`config.mk`:
```
export PLATFORM = sky130hd
export DESIGN_NAME = temp_fault_supervisor
export DESIGN_NICKNAME = d
export VERILOG_FILES = /design/src/temp_sup_pkg.sv /design/src/fault_action_ctrl.sv /design/src/temp_fault_supervisor.sv
export SDC_FILE = /design/constraint.sdc
export NUM_CORES = 1
export LEC_CHECK = 0
export BUFFER_PORTS_ARGS = -buffer_cell sky130_fd_sc_hd__buf_2
export CAP_MARGIN = 20
export CORE_AREA = 2 2 302 245
export DETAILED_ROUTE_END_ITERATION = 6
export DIE_AREA = 0 0 304 247
export GPL_TIMING_DRIVEN = 0
export PLACE_DENSITY = 0.62
export SYNTH_ARGS = -nofsm -noshare
export SYNTH_HDL_FRONTEND = slang
export SYNTH_SLANG_ARGS = --single-unit
```
`constraint.sdc`:
```
create_clock -name clock_i -period 8.2 [get_ports clock_i]
set_input_delay 2.46 -clock clock_i [delete_from_list [all_inputs] [get_ports clock_i]]
set_output_delay 2.46 -clock clock_i [all_outputs]
set_load 0.01 [all_outputs]
```
`src/temp_sup_pkg.sv`:
```
// shared constants and types for the temperature fault supervisor
package temp_sup_pkg;
    // command codes of the six registers
    localparam logic [7:0] CMD_OT_FAULT_THR = 8'h4f;
    localparam logic [7:0] CMD_OT_FAULT_ACT = 8'h50;
    localparam logic [7:0] CMD_OT_WARN_THR = 8'h51;
    localparam logic [7:0] CMD_UT_WARN_THR = 8'h52;
    localparam logic [7:0] CMD_UT_FAULT_THR = 8'h53;
    localparam logic [7:0] CMD_UT_FAULT_ACT = 8'h54;
    // reset values, thresholds in linear format with exponent zero
    localparam logic [15:0] RST_OT_FAULT_THR = 16'h007d;
    localparam logic [15:0] RST_OT_WARN_THR = 16'h0073;
    localparam logic [15:0] RST_UT_WARN_THR = 16'h07e2;
    localparam logic [15:0] RST_UT_FAULT_THR = 16'h07d8;
    localparam logic [7:0] RST_FAULT_ACT = 8'hc0;
    // action byte fields
    localparam int RESP_HI = 7;
    localparam int RESP_LO = 6;
    localparam int RETRY_HI = 5;
    localparam int RETRY_LO = 3;
    localparam int DELAY_HI = 2;
    localparam int DELAY_LO = 0;
    localparam logic [1:0] RESP_IGNORE = 2'h0;
    localparam logic [1:0] RESP_DELAY = 2'h1;
    localparam logic [1:0] RESP_DISABLE = 2'h2;
    localparam logic [1:0] RESP_RESUME = 2'h3;
    // linear format fields
    localparam int LIN_EXP_LO = 11;
    localparam int LIN_MANT_HI = 10;
    localparam int LIN_FRAC_BITS = 16;
    // time units
    localparam int CLK_MHZ = 125;
    localparam int DELAY_UNIT_US = 10000;
    localparam int RETRY_UNIT_US = 8200;
    localparam int DELAY_UNIT_CYCLES = DELAY_UNIT_US * CLK_MHZ;
    localparam int RETRY_UNIT_CYCLES = RETRY_UNIT_US * CLK_MHZ;

    typedef struct packed {
        logic ut_fault;
        logic ut_warn;
        logic ot_warn;
        logic ot_fault;
    } temp_flags_t;

    typedef enum logic [4:0] {
        ST_RUN = 5'b00001,
        ST_DELAY = 5'b00010,
        ST_SPACING = 5'b00100,
        ST_LOCKED = 5'b01000,
        ST_HOLD = 5'b10000
    } action_state_t;
endpackage
```
`src/fault_action_ctrl.sv`:
```
// one fault-response sequencer: ignore, delay, disable-and-retry, resume-when-ok
`timescale 1ns/1ps
module fault_action_ctrl #(
    parameter int DELAY_UNIT_CYCLES = temp_sup_pkg::DELAY_UNIT_CYCLES,
    parameter int RETRY_UNIT_CYCLES = temp_sup_pkg::RETRY_UNIT_CYCLES
) (
    input wire logic clock_i,
    input wire logic rst_i,
    input wire logic ce_i,
    input wire logic fault_i,
    input wire logic clear_i,
    input wire logic [7:0] action_i,
    output logic run_o
);
    temp_sup_pkg::action_state_t state_r, state_nxt;
    logic [31:0] cnt_r, cnt_nxt;
    logic [2:0] tries_r, tries_nxt;

    wire [1:0] resp = action_i[temp_sup_pkg::RESP_HI:temp_sup_pkg::RESP_LO];
    wire [2:0] retries = action_i[temp_sup_pkg::RETRY_HI:temp_sup_pkg::RETRY_LO];
    wire [2:0] dcode = action_i[temp_sup_pkg::DELAY_HI:temp_sup_pkg::DELAY_LO];
    // binary weighted units, code n gives 2**n units (see RL10)
    wire [31:0] units = 32'h1 << dcode;
    // same weight used for the run-on delay and the restart spacing (see RL11)
    wire [31:0] delay_load = 32'(units * 32'(DELAY_UNIT_CYCLES)) - 32'h1;
    wire [31:0] space_load = 32'(units * 32'(RETRY_UNIT_CYCLES)) - 32'h1;
    wire expired = (cnt_r == 32'h0);
    wire last_try = ((tries_r + 3'h1) >= retries);

    // next state; counter counts down in every state until it reaches zero, then holds
    always_comb begin
        state_nxt = state_r;
        cnt_nxt = (cnt_r != 32'h0) ? cnt_r - 32'h1 : cnt_r;
        tries_nxt = tries_r;
        case (state_r)
            temp_sup_pkg::ST_RUN: begin
                tries_nxt = 3'h0;
                if (fault_i) begin
                    case (resp)
                        temp_sup_pkg::RESP_DELAY: begin
                            state_nxt = temp_sup_pkg::ST_DELAY; // see RL6
                            cnt_nxt = delay_load;
                        end
                        temp_sup_pkg::RESP_DISABLE: begin
                            // no retries means latch off (see RL7) (see RL9)
                            state_nxt = (retries == 3'h0) ? temp_sup_pkg::ST_LOCKED
                                                          : temp_sup_pkg::ST_SPACING;
                            cnt_nxt = space_load;
                        end
                        temp_sup_pkg::RESP_RESUME: state_nxt = temp_sup_pkg::ST_HOLD;
                        default: state_nxt = temp_sup_pkg::ST_RUN; // see RL5
                    endcase
                end
            end
            temp_sup_pkg::ST_DELAY: begin
                if (!fault_i) begin
                    state_nxt = temp_sup_pkg::ST_RUN;
                end else if (expired) begin
                    // fault outlived the delay: act by retry field (see RL6)
                    state_nxt = (retries == 3'h0) ? temp_sup_pkg::ST_LOCKED
                                                  : temp_sup_pkg::ST_SPACING;
                    cnt_nxt = space_load;
                end
            end
            temp_sup_pkg::ST_SPACING: begin
                if (expired) begin
                    // restart attempt; give up after the programmed count (see RL13)
                    tries_nxt = tries_r + 3'h1;
                    if (!fault_i) begin
                        state_nxt = temp_sup_pkg::ST_RUN;
                    end else if (last_try) begin
                        state_nxt = temp_sup_pkg::ST_LOCKED;
                    end else begin
                        cnt_nxt = space_load;
                    end
                end
            end
            temp_sup_pkg::ST_LOCKED: begin
                if (clear_i) begin
                    state_nxt = temp_sup_pkg::ST_RUN; // see RL9
                end
            end
            temp_sup_pkg::ST_HOLD: begin
                if (!fault_i) begin
                    state_nxt = temp_sup_pkg::ST_RUN; // see RL8
                end
            end
            default: state_nxt = temp_sup_pkg::ST_RUN;
        endcase
    end

    wire run_nxt = (state_nxt == temp_sup_pkg::ST_RUN) || (state_nxt == temp_sup_pkg::ST_DELAY);

    // state registers, frozen while the clock enable is low
    always_ff @(posedge clock_i or posedge rst_i) begin
        if (rst_i) begin
            state_r <= temp_sup_pkg::ST_RUN;
            cnt_r <= 32'h0;
            tries_r <= 3'h0;
            run_o <= 1'b1;
        end else if (ce_i) begin
            state_r <= state_nxt;
            cnt_r <= cnt_nxt;
            tries_r <= tries_nxt;
            run_o <= run_nxt;
        end
    end

    property p_ignore_runs;
        @(posedge clock_i) disable iff (rst_i)
        ce_i && state_r == temp_sup_pkg::ST_RUN && resp == temp_sup_pkg::RESP_IGNORE |=> run_o;
    endproperty
    a_ignore_runs: assert property (p_ignore_runs) // see RL5
        else $error("ignore mode stopped output");

    property p_delay_keeps_running;
        @(posedge clock_i) disable iff (rst_i)
        ce_i && state_r == temp_sup_pkg::ST_RUN && fault_i && resp == temp_sup_pkg::RESP_DELAY
            |=> run_o && cnt_r == $past(delay_load);
    endproperty
    a_delay_keeps_running: assert property (p_delay_keeps_running) // see RL6
        else $error("delay mode wrong");

    property p_disable_now;
        @(posedge clock_i) disable iff (rst_i)
        ce_i && state_r == temp_sup_pkg::ST_RUN && fault_i && resp == temp_sup_pkg::RESP_DISABLE
            |=> !run_o;
    endproperty
    a_disable_now: assert property (p_disable_now) // see RL7
        else $error("disable mode kept output on");

    property p_resume_ok;
        @(posedge clock_i) disable iff (rst_i)
        ce_i && state_r == temp_sup_pkg::ST_HOLD && !fault_i |=> run_o;
    endproperty
    a_resume_ok: assert property (p_resume_ok) // see RL8
        else $error("no resume after fault gone");

    property p_latched;
        @(posedge clock_i) disable iff (rst_i)
        ce_i && state_r == temp_sup_pkg::ST_LOCKED && !clear_i |=> !run_o && $stable(state_r);
    endproperty
    a_latched: assert property (p_latched) else $error("latched off state left"); // see RL9

    property p_units;
        @(posedge clock_i) disable iff (rst_i)
        // a wrong decode would load a run-on longer than 128 units
        state_r == temp_sup_pkg::ST_DELAY |-> cnt_r <= 32'(128 * DELAY_UNIT_CYCLES) - 32'h1;
    endproperty
    a_units: assert property (p_units) else $error("delay code decode wrong"); // see RL10

    property p_spacing_reload;
        @(posedge clock_i) disable iff (rst_i)
        ce_i && state_r == temp_sup_pkg::ST_SPACING && expired && fault_i && !last_try
            |=> cnt_r == $past(space_load) && !run_o;
    endproperty
    a_spacing_reload: assert property (p_spacing_reload) // see RL11
        else $error("retry spacing wrong");

    property p_try_limit;
        @(posedge clock_i) disable iff (rst_i)
        state_r == temp_sup_pkg::ST_SPACING |-> tries_r < retries;
    endproperty
    a_try_limit: assert property (p_try_limit) // see RL13
        else $error("too many restart attempts");
endmodule

```
`src/temp_fault_supervisor.sv`:
```
// temperature thresholds, fault responses and alert for the converter
`timescale 1ns/1ps
// Functional notes
// RL1: hold 16-bit linear over-temperature fault threshold; compare temperature against it.
// RL2: hold separate 16-bit linear over-temperature warning threshold.
// RL3: hold 16-bit linear under-temperature warning threshold.
// RL4: hold 16-bit under-temperature fault threshold with its own action byte.
// RL5: response 00 keeps the output running through the fault.
// RL6: response 01 runs on for the delay, then acts by retry field.
// RL7: response 10 disables output at once, then follows retry field.
// RL8: response 11 holds output off while fault lasts, resumes after.
// RL9: retry field 000 means no restart; output stays off until cleared.
// RL10: delay code n means 2**n time units, 1 to 128.
// RL11: decoded delay sets run-on time and restart spacing; unit set elsewhere.
// RL12: every response mode pulls alert low and sets the matching status bit.
// RL13: nonzero retry field allows that many restart attempts before giving up.
// RL14: over at or above threshold, under at or below; warnings never stop output.
// RL15: host writes thresholds as words, actions as bytes, reads them back unchanged.
module temp_fault_supervisor #(
    parameter int DELAY_UNIT_CYCLES = temp_sup_pkg::DELAY_UNIT_CYCLES,
    parameter int RETRY_UNIT_CYCLES = temp_sup_pkg::RETRY_UNIT_CYCLES
) (
    input wire logic clock_i,
    input wire logic rst_i,
    input wire logic ce_i,
    input wire logic reg_wr_i,
    input wire logic reg_rd_i,
    input wire logic [7:0] reg_cmd_i,
    input wire logic [15:0] reg_wdata_i,
    output logic [15:0] reg_rdata_o,
    output logic reg_rvalid_o,
    input wire logic [15:0] temp_i,
    input wire logic fault_clear_i,
    output logic output_enable_o,
    output logic alert_output_n_o,
    output temp_sup_pkg::temp_flags_t status_o
);
    // linear word to signed fixed point with 16 fraction bits
    function automatic logic signed [47:0] lin_to_fix(input logic [15:0] w);
        logic signed [47:0] m;
        logic [4:0] sh;
        m = {{37{w[temp_sup_pkg::LIN_MANT_HI]}}, w[temp_sup_pkg::LIN_MANT_HI:0]};
        sh = 5'(w[15:temp_sup_pkg::LIN_EXP_LO] + 5'(temp_sup_pkg::LIN_FRAC_BITS));
        return m <<< sh;
    endfunction

    logic [15:0] ot_fault_thr_r, ot_warn_thr_r, ut_warn_thr_r, ut_fault_thr_r;
    logic [7:0] ot_act_r, ut_act_r;
    logic run_ot, run_ut;
    temp_sup_pkg::temp_flags_t det, status_nxt;

    // threshold compares, both ends inclusive (see RL14)
    wire signed [47:0] temp_fix = lin_to_fix(temp_i);
    assign det.ot_fault = temp_fix >= lin_to_fix(ot_fault_thr_r); // see RL1
    assign det.ot_warn = temp_fix >= lin_to_fix(ot_warn_thr_r); // see RL2
    assign det.ut_warn = temp_fix <= lin_to_fix(ut_warn_thr_r); // see RL3
    assign det.ut_fault = temp_fix <= lin_to_fix(ut_fault_thr_r); // see RL4

    // sticky status: a new detection wins over a clear in the same cycle (see RL12)
    assign status_nxt = fault_clear_i ? det : (status_o | det);

    // write decode per command code
    wire wr_otf = reg_wr_i && reg_cmd_i == temp_sup_pkg::CMD_OT_FAULT_THR;
    wire wr_ota = reg_wr_i && reg_cmd_i == temp_sup_pkg::CMD_OT_FAULT_ACT;
    wire wr_otw = reg_wr_i && reg_cmd_i == temp_sup_pkg::CMD_OT_WARN_THR;
    wire wr_utw = reg_wr_i && reg_cmd_i == temp_sup_pkg::CMD_UT_WARN_THR;
    wire wr_utf = reg_wr_i && reg_cmd_i == temp_sup_pkg::CMD_UT_FAULT_THR;
    wire wr_uta = reg_wr_i && reg_cmd_i == temp_sup_pkg::CMD_UT_FAULT_ACT;

    // read mux; unmapped codes read zero, action bytes in the low lane
    logic [15:0] rd_sel;
    always_comb begin
        case (reg_cmd_i)
            temp_sup_pkg::CMD_OT_FAULT_THR: rd_sel = ot_fault_thr_r;
            temp_sup_pkg::CMD_OT_FAULT_ACT: rd_sel = {8'h00, ot_act_r};
            temp_sup_pkg::CMD_OT_WARN_THR: rd_sel = ot_warn_thr_r;
            temp_sup_pkg::CMD_UT_WARN_THR: rd_sel = ut_warn_thr_r;
            temp_sup_pkg::CMD_UT_FAULT_THR: rd_sel = ut_fault_thr_r;
            temp_sup_pkg::CMD_UT_FAULT_ACT: rd_sel = {8'h00, ut_act_r};
            default: rd_sel = 16'h0000;
        endcase
    end

    // register file; actions keep only the low byte (see RL15)
    always_ff @(posedge clock_i or posedge rst_i) begin
        if (rst_i) begin
            ot_fault_thr_r <= temp_sup_pkg::RST_OT_FAULT_THR;
            ot_warn_thr_r <= temp_sup_pkg::RST_OT_WARN_THR;
            ut_warn_thr_r <= temp_sup_pkg::RST_UT_WARN_THR;
            ut_fault_thr_r <= temp_sup_pkg::RST_UT_FAULT_THR;
            ot_act_r <= temp_sup_pkg::RST_FAULT_ACT;
            ut_act_r <= temp_sup_pkg::RST_FAULT_ACT;
        end else if (ce_i) begin
            if (wr_otf) ot_fault_thr_r <= reg_wdata_i;
            if (wr_otw) ot_warn_thr_r <= reg_wdata_i;
            if (wr_utw) ut_warn_thr_r <= reg_wdata_i;
            if (wr_utf) ut_fault_thr_r <= reg_wdata_i;
            if (wr_ota) ot_act_r <= reg_wdata_i[7:0];
            if (wr_uta) ut_act_r <= reg_wdata_i[7:0];
        end
    end

    // outputs all registered; warnings feed only status and alert (see RL14)
    always_ff @(posedge clock_i or posedge rst_i) begin
        if (rst_i) begin
            reg_rdata_o <= 16'h0000;
            reg_rvalid_o <= 1'b0;
            status_o <= '0;
            alert_output_n_o <= 1'b1;
            output_enable_o <= 1'b1;
        end else if (ce_i) begin
            reg_rdata_o <= reg_rd_i ? rd_sel : reg_rdata_o;
            reg_rvalid_o <= reg_rd_i;
            status_o <= status_nxt;
            alert_output_n_o <= ~(|status_nxt); // see RL12
            output_enable_o <= run_ot & run_ut;
        end
    end

    // separate sequencers so each fault keeps its own action byte (see RL4)
    fault_action_ctrl #(
        .DELAY_UNIT_CYCLES(DELAY_UNIT_CYCLES),
        .RETRY_UNIT_CYCLES(RETRY_UNIT_CYCLES)
    ) u_ot_action (
        .clock_i(clock_i),
        .rst_i(rst_i),
        .ce_i(ce_i),
        .fault_i(det.ot_fault),
        .clear_i(fault_clear_i),
        .action_i(ot_act_r),
        .run_o(run_ot)
    );

    fault_action_ctrl #(
        .DELAY_UNIT_CYCLES(DELAY_UNIT_CYCLES),
        .RETRY_UNIT_CYCLES(RETRY_UNIT_CYCLES)
    ) u_ut_action (
        .clock_i(clock_i),
        .rst_i(rst_i),
        .ce_i(ce_i),
        .fault_i(det.ut_fault),
        .clear_i(fault_clear_i),
        .action_i(ut_act_r),
        .run_o(run_ut)
    );

    property p_ot_fault_flag;
        @(posedge clock_i) disable iff (rst_i)
        ce_i && det.ot_fault |=> status_o.ot_fault && !alert_output_n_o;
    endproperty
    a_ot_fault_flag: assert property (p_ot_fault_flag) // see RL1
        else $error("ot fault not flagged");

    property p_ot_warn_flag;
        @(posedge clock_i) disable iff (rst_i)
        ce_i && det.ot_warn |=> status_o.ot_warn;
    endproperty
    a_ot_warn_flag: assert property (p_ot_warn_flag) // see RL2
        else $error("ot warning not flagged");

    property p_ut_warn_flag;
        @(posedge clock_i) disable iff (rst_i)
        ce_i && det.ut_warn |=> status_o.ut_warn;
    endproperty
    a_ut_warn_flag: assert property (p_ut_warn_flag) // see RL3
        else $error("ut warning not flagged");

    property p_ut_act_write;
        @(posedge clock_i) disable iff (rst_i)
        ce_i && wr_uta |=> ut_act_r == $past(reg_wdata_i[7:0]) && ot_act_r == $past(ot_act_r);
    endproperty
    a_ut_act_write: assert property (p_ut_act_write) // see RL4
        else $error("ut action write wrong");

    property p_alert_sticky;
        @(posedge clock_i) disable iff (rst_i)
        ce_i && (|status_o) && !fault_clear_i |=> !alert_output_n_o;
    endproperty
    a_alert_sticky: assert property (p_alert_sticky) // see RL12
        else $error("alert released early");

    property p_warn_no_stop;
        @(posedge clock_i) disable iff (rst_i)
        ce_i && !det.ot_fault && !det.ut_fault && run_ot && run_ut |=> output_enable_o;
    endproperty
    a_warn_no_stop: assert property (p_warn_no_stop) // see RL14
        else $error("output stopped without fault");

    property p_ut_fault_flag;
        @(posedge clock_i) disable iff (rst_i)
        ce_i && det.ut_fault |=> status_o.ut_fault && !alert_output_n_o;
    endproperty
    a_ut_fault_flag: assert property (p_ut_fault_flag) // see RL4
        else $error("ut fault not flagged");

    // a clear only lets go of the alert once every condition has gone
    property p_clear_releases;
        @(posedge clock_i) disable iff (rst_i)
        ce_i && fault_clear_i && det == 4'h0 |=> status_o == 4'h0 && alert_output_n_o;
    endproperty
    a_clear_releases: assert property (p_clear_releases) // see RL12
        else $error("clear did not release status");

    property p_read_answer;
        @(posedge clock_i) disable iff (rst_i)
        ce_i && reg_rd_i |=> reg_rvalid_o && reg_rdata_o == $past(rd_sel);
    endproperty
    a_read_answer: assert property (p_read_answer) // see RL15
        else $error("read answer wrong");

    property p_thr_write;
        @(posedge clock_i) disable iff (rst_i)
        ce_i && wr_otf |=> ot_fault_thr_r == $past(reg_wdata_i);
    endproperty
    a_thr_write: assert property (p_thr_write) // see RL1
        else $error("fault threshold write lost");

    // enable low must hold the flags, so a paused core never drops an alert
    property p_freeze;
        @(posedge clock_i) disable iff (rst_i)
        !ce_i |=> $stable(status_o) && $stable(output_enable_o) && $stable(alert_output_n_o);
    endproperty
    a_freeze: assert property (p_freeze) // see RL12
        else $error("outputs moved while enable low");

    property p_oe_follows;
        @(posedge clock_i) disable iff (rst_i)
        ce_i && !(run_ot && run_ut) |=> !output_enable_o;
    endproperty
    a_oe_follows: assert property (p_oe_follows) // see RL8
        else $error("output kept on while a sequencer is off");
endmodule

```
==> summary.md <==
| Metric | Value |
|---|---|
| Status | finished, violations left |
| Failing checks | DRC |
| Seq/Total Area, Yosys | 14.5% |
| Worst Hold Launch | u_ut_action.run_o$_DFFE_PP1P_ |
| Initial antenna violation count | 12 |
| Initial detailed-routing violation count | 3619 |
| Min Tclk post-route | 8.03 ns |
| # IOs | 69 |
| Final Skew | 0.0222 ns |
| Largest net degree at the start of global routing | 108 |
| Relative slew slack | 13.3% |
| CP endpoint kind | flop |
| FP Rows | 89 |
| Asr flop ratio synth | 100% |
| Clk_lat worst skew | 0.50 ns |
| PD cells | 122 nW/um^2 |
| Worst setup margin | 0.174 ns |
| GRT Total Usage | 30.3% |
| RD Place Congestion | 1.06 |
| Least-Margin Pin Slew | 1.30 ns |
| Core area | 72500 sq um |
| Required @ worst endpoint | 8.56 ns |
| Placed cell count | 5152 |
| Vias in the first global route | 29000 |
| Vias | 31700 |
| Avg WL per Cell | 22.2 microns |
| Worst hold-check path type | flop to flop |
| Leak | 16.3 nW |
| TritonCTS clock tree | done |
| DIE AREA | 75100 sq um |
| Largest cells by area after synthesis | ha_1 (22%), dfrtp_1 (12%), fa_1 (6.3%), o21ai_0 (4.8%), nand2_1 (4.5%) |
| CP Launch Type | primary input |
| H-tree depth | 4 |
| Final hold violation count | 0 |
| NumNets Final | 4924 |
| Max rail drop VDD | 0.233 mV |
| Most used DFF post-synth | dfrtp_1 |
| Post-layout util | 48.0% |
| Area growth, synth to finish | 8.17% |
| Worst-path clk slew | 0.08 ns |
| Worst slack at placement | -0.841 ns |
| Vert. Die Dim | 247 microns |
| Worst r2r src | ot_act_r[0]$_DFFE_PP0P_ |
| Root Buffer | clkbuf_16 |
| Fraction of final layout cells sized beyond drive strength 1 | 8.00% |
| Largest area contributor in the netlist | ha_1 |
| Worst path arrival time | 8.39 ns |
| Initial Utilization | 44.4% |
| Mapped Cells | 4082 |
| Fmax | 125 MHz |
| Cell Count, Final, Fillers Out | 5191 |
| Fin Hold WS | 0.473 ns |
| First drt pass iteration count | 7 |
| Critical Path Start | temp_i[11] |
| Synth cell types | 94 |
| TritonCTS Buffers | 17 |
| Die W | 304 microns |
| Slew Limit Fails | 0 |
| Post-Route Setup TNS | 0 ns |
| Seq cells post-synth | 185 |
| Finish-stage setup viols | 0 |
| First-pass GRT wire length | 176000 microns |
| Share of the synthesized area in the top cell type | 21.6% |
| Total Routed Length | 115000 microns |
| Post-synth EDFFs | 0 |
| Vias per cell | 6.12 |
| Max_cap viols | 0 |
| Cell Area, Synth | 32200 sq um |
| Drt drc | 1 |
| Period utilisation layout | 97.9% |
| Clock Tree Buf Depth | 2 |
| I/O Buffers | 65 |
| CTS sink count | 185 |
| Final HPWL DP | 95100 microns |
| Synth warn | 0 |
| Critical path class | primary input to flop |
| Largest fanout on the critical path | 10 |
| Post-route ant nets | 0 |
| GR Overflow Total | 0 |
| Average cell area after synthesis | 7.88 sq um |
[worst paths after layout]
check / to / slack, ns / cells after the start
worst max register to register: u_ot_action.cnt_r[31]$_DFFE_PP0P_ / 0.25 / 26
max in group asynchronous: u_ot_action.cnt_r[17]$_DFFE_PP0P_ / 5.15 / 3
worst min register to register: output_enable_o$_DFFE_PP1P_ / 0.47 / 2
min in group asynchronous: ut_fault_thr_r[1]$_DFFE_PP0P_ / 2.06 / 2
worst min-delay path: output_enable_o$_DFFE_PP1P_ / 0.47 / 2
worst max-delay path: u_ot_action.cnt_r[30]$_DFFE_PP0P_ / 0.17 / 18
[what timing repair did]
action / in CTS / in global routing
hold buffers: 0 / 0
buffers inserted: 0 / 4
gates resized for setup: 7 / 30
endpoints found under the setup margin: 25 / 47
[registers in the layout (all words and copies together), names as in the netlist, 4 cells and up]
register,count
ut_fault_thr_r,16
ot_warn_thr_r,16
ut_act_r,8
ut_warn_thr_r,16
u_ot_action.state_r,5
ot_act_r,8
ot_fault_thr_r,16
status_o,4
u_ot_action.cnt_r,32
u_ut_action.cnt_r,32
reg_rdata_o,16
u_ut_action.state_r,5
[power breakdown]
| part | leakage (nW) | total (W) | switching, W | internal, W |
|---|---|---|---|---|
| sequential | 2.21 | 0.00117 | 0.000131 | 0.00104 |
| clock | 0.296 | 0.000886 | 0.000465 | 0.000420 |
| combinational | 13.8 | 0.00220 | 0.00139 | 0.000803 |
[worst max-delay path, cell delays in order]
cell and delay [ns]:
clkbuf_1 0.23, clkbuf_1 0.40, mux2i_1 0.43, nor3_1 0.08
a21oi_1 0.44, o221ai_1 0.66, ha_1 0.57, nand4_1 0.21
nor4_2 0.50, and4_1 0.25, a221o_1 0.21, o31ai_2 0.13
clkbuf_1 0.29, a21oi_2 0.51, clkbuf_1 0.47, o21ai_0 0.17
o22ai_1 0.25, nand3_1 0.12
[layer usage]
layer | GRT usage, % | up-vias | wire length, microns
li1 | - | 15000 | -
met1 | 44.8 | 15200 | 54900
met2 | 43.4 | 1451 | 45700
met3 | 8.08 | 135 | 12500
met4 | 6.63 | 6 | 2320
met5 | 0 | - | 34
[Yosys cell counts, types with 62 or more instances]
cell	number
a21o_1	74
a21oi_1	237
clkbuf_1	182
dfrtp_1	150
fa_1	101
ha_1	555
inv_1	352
mux2_2	89
mux2i_1	119
nand2_1	383
nor2_1	322
nor3_1	108
o21ai_0	308
xnor2_1	62
xor2_1	66
[metrics by stage]
stage | total power (W) | instance area (sq um)
final | 0.00425 | 34800
after detailed placement | 0.00330 | 34000
after global placement | 0.00327 | 33800
after global routing | 0.00455 | 34800
after floorplan | 0.00266 | 32300
after CTS | 0.00420 | 34700
[cells by family after synthesis]
logic type      count (synthesis)  synth area share, %
simple gates                 1266                 19.1
compound gates               1073                 21.5
fa+ha+maj                     656                 27.9
buf+inv                       562                 6.58
mux                           209                 6.89
flops                         185                 14.5
xor+xnor                      129                 3.53
other cells                     2               0.0233
[cell type report]
type                            count  area [sq um]
Fill cell                        7340         37700
Tap cell                          955          1190
Sequential cell                   185          4670
Multi-Input combinational cell   3371         25700
Antenna cell                        1          2.50
Buffer                            203           778
Inverter                          359          1360
Clock inverter                     14           173
Timing Repair Buffer               85           524
Clock buffer                       18           439
[cell usage in the layout (no fill, tap or decap), types with 37 or more instances in the layout]
master and n:
xnor2_1 62, mux2_2 89, inv_1 349, a21o_1 74, a21oi_1 234, a22oi_1 48
buf_2 71, nand4_1 50, mux2i_1 119, nand3_1 60, nor3_1 105, nand2_1 382
a31oi_1 37, dfrtp_1 150, a211oi_1 37, nand2b_1 42, fa_1 101, nor4_1 40
or3_1 39, nor2_1 316, o21ai_0 307, ha_1 554, xor2_1 66, conb_1 38
clkbuf_1 177
Power figures use the tool's default switching activity.
